===== config.mk =====
export PLATFORM = sky130hd
export DESIGN_NAME = scs_smbus_slave
export DESIGN_NICKNAME = d
export VERILOG_FILES = /design/src/pkg/scs_pkg.sv /design/src/rtl/scs_smbus_slave.sv
export SDC_FILE = /design/constraint.sdc
export NUM_CORES = 1
export LEC_CHECK = 0
export BUFFER_PORTS_ARGS = -buffer_cell sky130_fd_sc_hd__buf_2
export CORE_UTILIZATION = 50
export CTS_CLUSTER_SIZE = 40
export DETAILED_ROUTE_END_ITERATION = 8
export PLACE_DENSITY = 0.7
export RECOVER_POWER = 25
export SLEW_MARGIN = 30
export SYNTH_ARGS = -nofsm -noshare
export SYNTH_HDL_FRONTEND = slang
export SYNTH_SLANG_ARGS = --single-unit

===== constraint.sdc =====
create_clock -name core_clk_i -period 5.55 [get_ports core_clk_i]
set_input_delay 0.8325 -clock core_clk_i [delete_from_list [all_inputs] [get_ports core_clk_i]]
set_output_delay 0.8325 -clock core_clk_i [all_outputs]
set_load 0.1 [all_outputs]

===== src/pkg/scs_pkg.sv =====
// Shared constants and carriers of the serial configuration slave
package scs_pkg;

	// Own 7-bit bus address; the full address byte adds the direction bit
	localparam logic [6:0] SCS_SLV_ADDR = 7'h69;
	localparam logic SCS_DIR_READ = 1'b1;

	// Command code layout
	localparam int SCS_CMD_MODE_BIT = 7;
	localparam int SCS_IDX_W = 7;

	// Bits per byte on the wire, counter value at a completed byte
	localparam logic [3:0] SCS_BYTE_BITS = 4'h8;

	// Configuration bytes and their power-up values, byte 0 in the low bits
	localparam int SCS_NUM_BYTES = 6;
	localparam logic [47:0] SCS_CFG_DEFAULT = 48'h00_00_ef_7f_ff_00;

	// Serial pins seen by the slave
	typedef struct packed {
		logic scl;
		logic sda;
	} scs_pin_in_s;

	// Data line drive: the pin is open drain, so only the enable moves
	typedef struct packed {
		logic sda;
		logic sda_oe;
	} scs_pin_out_s;

	typedef enum logic [3:0] {
		ST_IDLE, ST_ADDR, ST_ADDR_ACK, ST_CMD, ST_CMD_ACK, ST_CNT, ST_CNT_ACK,
		ST_WR, ST_WR_ACK, ST_RD, ST_RD_ACK, ST_IGNORE
	} scs_state_e;

endpackage : scs_pkg


===== src/rtl/scs_smbus_slave.sv =====
// Serial configuration slave holding the clock-buffer configuration bytes
`timescale 1ns/1ns

// Overview of operation
// - Answer only address bytes 11010010 and 11010011, seven address bits plus direction.
// - Support byte write, byte read, block write and block read.
// - Block bytes go in ascending order, each most significant bit first.
// - A stop after any complete byte ends a block; finished bytes stay.
// - Command bit 7 low means block transfer, high means single byte.
// - Command bits 6..0 index single bytes; block commands carry zeros.
// - Block write: address, command, count, data, each acknowledged, then stop.
// - Block read: command written, repeated start, read address, count returned.
// - Block read data follows the count; host leaves the last unacknowledged.
// - Byte write: address, command with bit 7 and offset, one data byte.
// - Byte read: command written, repeated start, one byte, host not acknowledging.
// - All configuration bytes load their defaults at reset.
// - Written bytes enable or disable each output buffer independently.
// - Updates are accepted at any time during operation.
module scs_smbus_slave
	import scs_pkg::*;
#(
	parameter int NUM_BYTES = scs_pkg::SCS_NUM_BYTES,
	parameter logic [NUM_BYTES*8-1:0] CFG_DEFAULT = scs_pkg::SCS_CFG_DEFAULT
) (
	// Clock and reset
	input wire logic core_clk_i,
	input wire logic nrst_i,
	// Serial bus pins
	input wire scs_pkg::scs_pin_in_s pin_i,
	output scs_pkg::scs_pin_out_s pin_o,
	// Configuration bytes, byte 0 in the low bits
	output logic [NUM_BYTES*8-1:0] cfg_o
);
	import scs_pkg::*;

	logic scl_q;
	logic sda_q;
	logic scl_rise;
	logic scl_fall;
	logic start_det;
	logic stop_det;
	logic byte_done;
	logic wr_en;
	scs_state_e state_q;
	logic [3:0] bit_cnt_q;
	logic [7:0] shift_q;
	logic [7:0] tx_q;
	logic [7:0] tx_next;
	logic rw_q;
	logic block_q;
	logic cnt_sent_q;
	logic host_ack_q;
	logic [SCS_IDX_W-1:0] idx_q;
	logic sda_oe_q;
	logic [NUM_BYTES-1:0][7:0] cfg_q;

	assign scl_rise = pin_i.scl & ~scl_q;
	assign scl_fall = ~pin_i.scl & scl_q;
	assign start_det = pin_i.scl & scl_q & sda_q & ~pin_i.sda;
	assign stop_det = pin_i.scl & scl_q & ~sda_q & pin_i.sda;
	assign byte_done = (bit_cnt_q == SCS_BYTE_BITS);

	// Block read returns the byte count first, then the indexed bytes
	always_comb begin
		tx_next = 8'h00;
		if (block_q && !cnt_sent_q) begin
			tx_next = 8'(NUM_BYTES);
		end else if (int'(idx_q) < NUM_BYTES) begin
			tx_next = cfg_q[idx_q];
		end
	end

	assign wr_en = scl_fall & (state_q == ST_WR) & byte_done & ~start_det & ~stop_det;

	// Line sampling for edge and condition detection
	always_ff @(posedge core_clk_i) begin
		if (!nrst_i) begin
			scl_q <= 1'b1;
			sda_q <= 1'b1;
		end else begin
			scl_q <= pin_i.scl;
			sda_q <= pin_i.sda;
		end
	end

	// Receive shifter and bit counter
	always_ff @(posedge core_clk_i) begin
		if (!nrst_i) begin
			shift_q <= 8'h00;
			bit_cnt_q <= 4'h0;
			host_ack_q <= 1'b0;
		end else if (start_det || stop_det) begin
			bit_cnt_q <= 4'h0;
		end else if (scl_rise) begin
			shift_q <= {shift_q[6:0], pin_i.sda};
			if (state_q == ST_RD_ACK) begin
				host_ack_q <= ~pin_i.sda;
			end else if (bit_cnt_q != SCS_BYTE_BITS) begin
				bit_cnt_q <= bit_cnt_q + 4'h1;
			end
		end else if (scl_fall && (byte_done || state_q inside {ST_ADDR_ACK, ST_CMD_ACK,
				ST_CNT_ACK, ST_WR_ACK, ST_RD_ACK})) begin
			// Every acknowledge slot hands the next byte a fresh count
			bit_cnt_q <= 4'h0;
		end
	end

	// Transfer sequencer
	always_ff @(posedge core_clk_i) begin
		if (!nrst_i) begin
			state_q <= ST_IDLE;
			sda_oe_q <= 1'b0;
			rw_q <= 1'b0;
			block_q <= 1'b0;
			cnt_sent_q <= 1'b0;
			idx_q <= '0;
			tx_q <= 8'h00;
		end else if (stop_det) begin
			state_q <= ST_IDLE;
			sda_oe_q <= 1'b0;
		end else if (start_det) begin
			state_q <= ST_ADDR;
			sda_oe_q <= 1'b0;
			cnt_sent_q <= 1'b0;
		end else if (scl_fall) begin
			case (state_q)
				ST_ADDR: begin
					if (byte_done) begin
						if (shift_q[7:1] == SCS_SLV_ADDR) begin
							rw_q <= shift_q[0];
							sda_oe_q <= 1'b1;
							state_q <= ST_ADDR_ACK;
						end else begin
							state_q <= ST_IGNORE;
						end
					end
				end
				ST_ADDR_ACK: begin
					if (rw_q == SCS_DIR_READ) begin
						tx_q <= tx_next;
						sda_oe_q <= ~tx_next[7];
						state_q <= ST_RD;
						if (block_q && !cnt_sent_q) begin
							cnt_sent_q <= 1'b1;
						end else if (block_q) begin
							idx_q <= idx_q + 1'b1;
						end
					end else begin
						sda_oe_q <= 1'b0;
						state_q <= ST_CMD;
					end
				end
				ST_CMD: begin
					if (byte_done) begin
						block_q <= ~shift_q[SCS_CMD_MODE_BIT];
						idx_q <= shift_q[SCS_CMD_MODE_BIT] ? shift_q[6:0] : '0;
						sda_oe_q <= 1'b1;
						state_q <= ST_CMD_ACK;
					end
				end
				ST_CMD_ACK: begin
					sda_oe_q <= 1'b0;
					state_q <= block_q ? ST_CNT : ST_WR;
				end
				ST_CNT: begin
					if (byte_done) begin
						sda_oe_q <= 1'b1;
						state_q <= ST_CNT_ACK;
					end
				end
				ST_CNT_ACK: begin
					sda_oe_q <= 1'b0;
					state_q <= ST_WR;
				end
				ST_WR: begin
					if (byte_done) begin
						if (block_q) begin
							idx_q <= idx_q + 1'b1;
						end
						sda_oe_q <= 1'b1;
						state_q <= ST_WR_ACK;
					end
				end
				ST_WR_ACK: begin
					sda_oe_q <= 1'b0;
					state_q <= ST_WR;
				end
				ST_RD: begin
					if (byte_done) begin
						sda_oe_q <= 1'b0;
						state_q <= ST_RD_ACK;
					end else begin
						tx_q <= {tx_q[6:0], 1'b0};
						sda_oe_q <= ~tx_q[6];
					end
				end
				ST_RD_ACK: begin
					if (host_ack_q) begin
						tx_q <= tx_next;
						sda_oe_q <= ~tx_next[7];
						state_q <= ST_RD;
						if (block_q && !cnt_sent_q) begin
							cnt_sent_q <= 1'b1;
						end else if (block_q) begin
							idx_q <= idx_q + 1'b1;
						end
					end else begin
						state_q <= ST_IGNORE;
					end
				end
				default: begin
					sda_oe_q <= 1'b0;
				end
			endcase
		end
	end

	// both write transfer kinds, byte write and block write
	// Configuration storage, written in place at any time
	always_ff @(posedge core_clk_i) begin
		if (!nrst_i) begin
			cfg_q <= CFG_DEFAULT;
		end else if (wr_en && int'(idx_q) < NUM_BYTES) begin
			cfg_q[idx_q] <= shift_q;
		end
	end

	assign cfg_o = cfg_q;
	assign pin_o = {1'b0, sda_oe_q};

	a_addr_foreign: assert property (@(posedge core_clk_i) disable iff (!nrst_i)
		scl_fall && !start_det && !stop_det && state_q == ST_ADDR && byte_done
		&& shift_q[7:1] != SCS_SLV_ADDR |=> state_q == ST_IGNORE && !sda_oe_q)
		else $error("foreign address was answered");

	a_ignore_quiet: assert property (@(posedge core_clk_i) disable iff (!nrst_i)
		state_q == ST_IGNORE |-> !sda_oe_q)
		else $error("data line driven while ignoring");

	a_cmd_mode: assert property (@(posedge core_clk_i) disable iff (!nrst_i)
		scl_fall && !start_det && !stop_det && state_q == ST_CMD && byte_done
		|=> block_q == !$past(shift_q[7]) && state_q == ST_CMD_ACK && sda_oe_q)
		else $error("command mode decoded wrongly");

	a_cmd_offset: assert property (@(posedge core_clk_i) disable iff (!nrst_i)
		scl_fall && !start_det && !stop_det && state_q == ST_CMD && byte_done
		&& shift_q[7] |=> idx_q == $past(shift_q[6:0]))
		else $error("byte offset not taken from command");

	a_block_zero: assert property (@(posedge core_clk_i) disable iff (!nrst_i)
		scl_fall && !start_det && !stop_det && state_q == ST_CMD && byte_done
		&& !shift_q[7] |=> idx_q == '0)
		else $error("block did not start at byte zero");

	a_write_store: assert property (@(posedge core_clk_i) disable iff (!nrst_i)
		wr_en && int'(idx_q) < NUM_BYTES |=> cfg_q[$past(idx_q)] == $past(shift_q))
		else $error("received byte not stored");

	a_index_step: assert property (@(posedge core_clk_i) disable iff (!nrst_i)
		wr_en && block_q |=> idx_q == $past(idx_q) + 1'b1)
		else $error("block index did not step by one");

	a_reset_default: assert property (@(posedge core_clk_i) disable iff (!nrst_i)
		$rose(nrst_i) |-> cfg_q == CFG_DEFAULT)
		else $error("configuration not at defaults after reset");

	a_stop_release: assert property (@(posedge core_clk_i) disable iff (!nrst_i)
		stop_det |=> state_q == ST_IDLE && !sda_oe_q)
		else $error("stop did not end the transfer");

	a_read_msb: assert property (@(posedge core_clk_i) disable iff (!nrst_i)
		scl_fall && !start_det && !stop_det && state_q == ST_RD && !byte_done
		|=> sda_oe_q == !$past(tx_q[6]))
		else $error("read bit order wrong");

	c_block_write: cover property (@(posedge core_clk_i) disable iff (!nrst_i)
		wr_en && block_q);
	c_byte_read: cover property (@(posedge core_clk_i) disable iff (!nrst_i)
		state_q == ST_RD && !block_q);
	c_block_read_data: cover property (@(posedge core_clk_i) disable iff (!nrst_i)
		state_q == ST_RD && block_q && cnt_sent_q && idx_q > 1);

endmodule : scs_smbus_slave


==> impl_metrics.yaml <==
floorplanning:
  die_area_mm2: 0.00894
  dieWidth_um: 94.6
  io_pins: 54
  start_util: 0.519
  dieHeight_um: 94.6
  rows: 33
  fp.coreArea_mm2: 0.00826
grt:
  grt_pass1_vias: 3462
  grt_pass1_wl_um: 17800
  grt_max_degree: 76
  grt_overflow: 0
  gr-usage-all-layers: 0.259
  grt_antenna_before_repair: 0
synthesis:
  synth-seq-cells: 85
  synth_area_mm2: 0.00428
  synth_ff_type: "dfxtp_1"
  synth-edff-count: 0
  yosys_warnings: 0
  synth-async-reset-ratio: 0
  syn_area_per_cell_um2: 8.30
  ys_types: 64
  ys_seq_area_frac: 0.397
  synth_cells: 516
  synth_nets: 523
power:
  power_density_mw_per_mm2: 232
  p_leak_nw: 1.79
  vdd_drop_max_mv: 0.162
clock_tree:
  clk_latency_ns: 0.36
  cts_root_buf: "clkbuf_8"
  htreeDepth: 3
  clock_path_buffers: 2
  cts_hold_buf: 0
  post-cts-setup-buffer-count: 0
  cts_buffers: 9
  tritoncts: "yes"
  clk_pin_slew_worst_paths_ns: 0.09
  post_cts_resized: 0
  clock_sinks: 85
setup_path:
  slowest_delay_ns: 0.74
  path_buf_inv: 0
  worstSetupPathType: "register to register"
  endpoint_kind: "register"
  critPathRequiredTime_ns: 5.80
  path_max_fanout: 18
  arrival_ns: 2.87
  crit_path_start_kind: "register"
  ff2ff_setup_slack_ns: 2.93
  crit_path_cell_trace: "nor3b_1 -> o21ai_0 -> a21boi_1 -> nor2_1 -> a41o_1"
  cpMaxStageDelayCell: "a21boi_1"
  critPathTopFamily: "compound AO/OA/AOI/OAI gates"
finish:
  fill_cells: 778
  fin_cells: 651
  fin_area_mm2: 0.00469
  final_nets: 548
  drive_gt1_frac: 0.117
  antenna_cells: 0
  syn_to_final_growth_pct: 9.49
drt:
  drtIter0Drc: 262
  dr.pass1.iters: 7
  drc: 0
  ant_nets: 0
  drt_wl_total_um: 10900
  via_count: 3878
  post_drt_wl_per_cell_um: 16.7
  drt-vias-per-instance: 5.96
sta:
  setup_ws_ns: 2.93
  fin_crit_ns: 2.62
  maxSlewViolCount: 0
  fmax_mhz: 381
  finalSetupTns_ns: 0
  hold_viol_final: 0
  finClkSkew_ns: 0.0105
  relSlewSlack: 0.220
  period_share: 0.472
  tightestPinTransition_ns: 1.18
  rsz0062_at_grt: "no"
  setup_viol: 0
placed_design:
  portBuffers: 52
  dp_slack_ns: 2.82
  dp_hpwl_um: 7470
  place_congestion: 0.869
  dp_cells: 635
  postPlaceCellArea_mm2: 0.00455
status:
  outcome: "completed"
min_path:
  hold_path.class: "register to register"
run:
  drv_cap: 0
## metal layers
layer  routed length [um]  global-route usage  share of wire
met5                    0                   0              0
met2                 4750               0.376           0.44
met1                 5300               0.381           0.49
met3                  664              0.0499          0.061
met4                  177              0.0871          0.016
## registers in the layout, indices dropped and copies added, names as in the netlist
register,count
cfg_o,48
shift_q,8
idx_q,7
tx_q,7
bit_cnt_q,4
state_q,4
block_q,1
cnt_sent_q,1
host_ack_q,1
rw_q,1
scl_q,1
sda_oe_q,1
sda_q,1
## kinds of logic after synthesis
logic type | synth area share
other | 0.000875
AOI/OAI and AO/OA | 0.164
buffers and inverters | 0.0473
and+or+nand+nor | 0.240
adders and majority gates | 0.00876
xor gates and xnor gates | 0.00204
DFF | 0.397
muxes | 0.140
## worst min-delay path, delay by kind of cell, from the launching register on
family / cells / cell delay, ns
flops: 1 / 0.32
compound gates: 1 / 0.07
simple gates: 1 / 0.06
## synth_stat cells (6+ instances only)
cell type,count,area share
nand2b_1,11,0.016
mux2_2,6,0.016
inv_1,8,0.0070
nor2_1,28,0.025
dfxtp_1,85,0.40
clkbuf_1,32,0.028
nand3_1,7,0.0082
nand2_1,102,0.089
a31oi_1,11,0.016
mux2i_1,53,0.12
o21ai_0,25,0.029
a21oi_1,30,0.035
nor3_1,14,0.016
nor2b_1,10,0.015
## metrics by stage
stage           util  power (mW)  hold slack, ns
2_1_floorplan      -       0.688           0.441
3_3_place_gp   0.550       0.699           0.455
3_5_place_dp   0.551       0.700           0.468
4_1_cts        0.572        1.09           0.476
5_1_grt        0.568        1.13           0.494
6_report       0.568        1.09           0.480
## layout make-up
cell class,instances,area (um2),share of cell area
clock buffers,10,128,0.0272
clock inverters,6,48.8,0.0104
inverters,9,33.8,0.00720
multi-input cells,380,2390,0.510
flip-flops and latches,85,1700,0.363
well taps,105,131,0.0280
repair buffers,56,254,0.0541
## path summary, 6_finish.rpt
path | start | to | cells after the start
setup / recovery | state_q[1] | tx_q[2] | 5
hold / removal | tx_q[3] | tx_q[4] | 2
setup reg to reg | state_q[1] | tx_q[2] | 5
hold reg to reg | tx_q[3] | tx_q[4] | 2
## layout by cell type, fill, tap and decap left out, drive strengths merged, types with 5 or more instances in the layout
cell type    n
a21oi       30
a31oi       11
buf         27
clkbuf      39
dfxtp       85
inv          9
mux2         6
mux2i       53
nand2      102
nand2b      11
nand3        9
nor2        30
nor2b       10
nor3        15
o2111ai      5
o21ai       26
o22ai        5
## report_power, final
group	switching, mW	leakage [nW]	internal (mW)
clock network	0.234	0.0844	0.167
registers	0.0119	0.687	0.614
logic	0.0410	1.01	0.0192
Note: power is estimated with default switching activity, not from simulation.
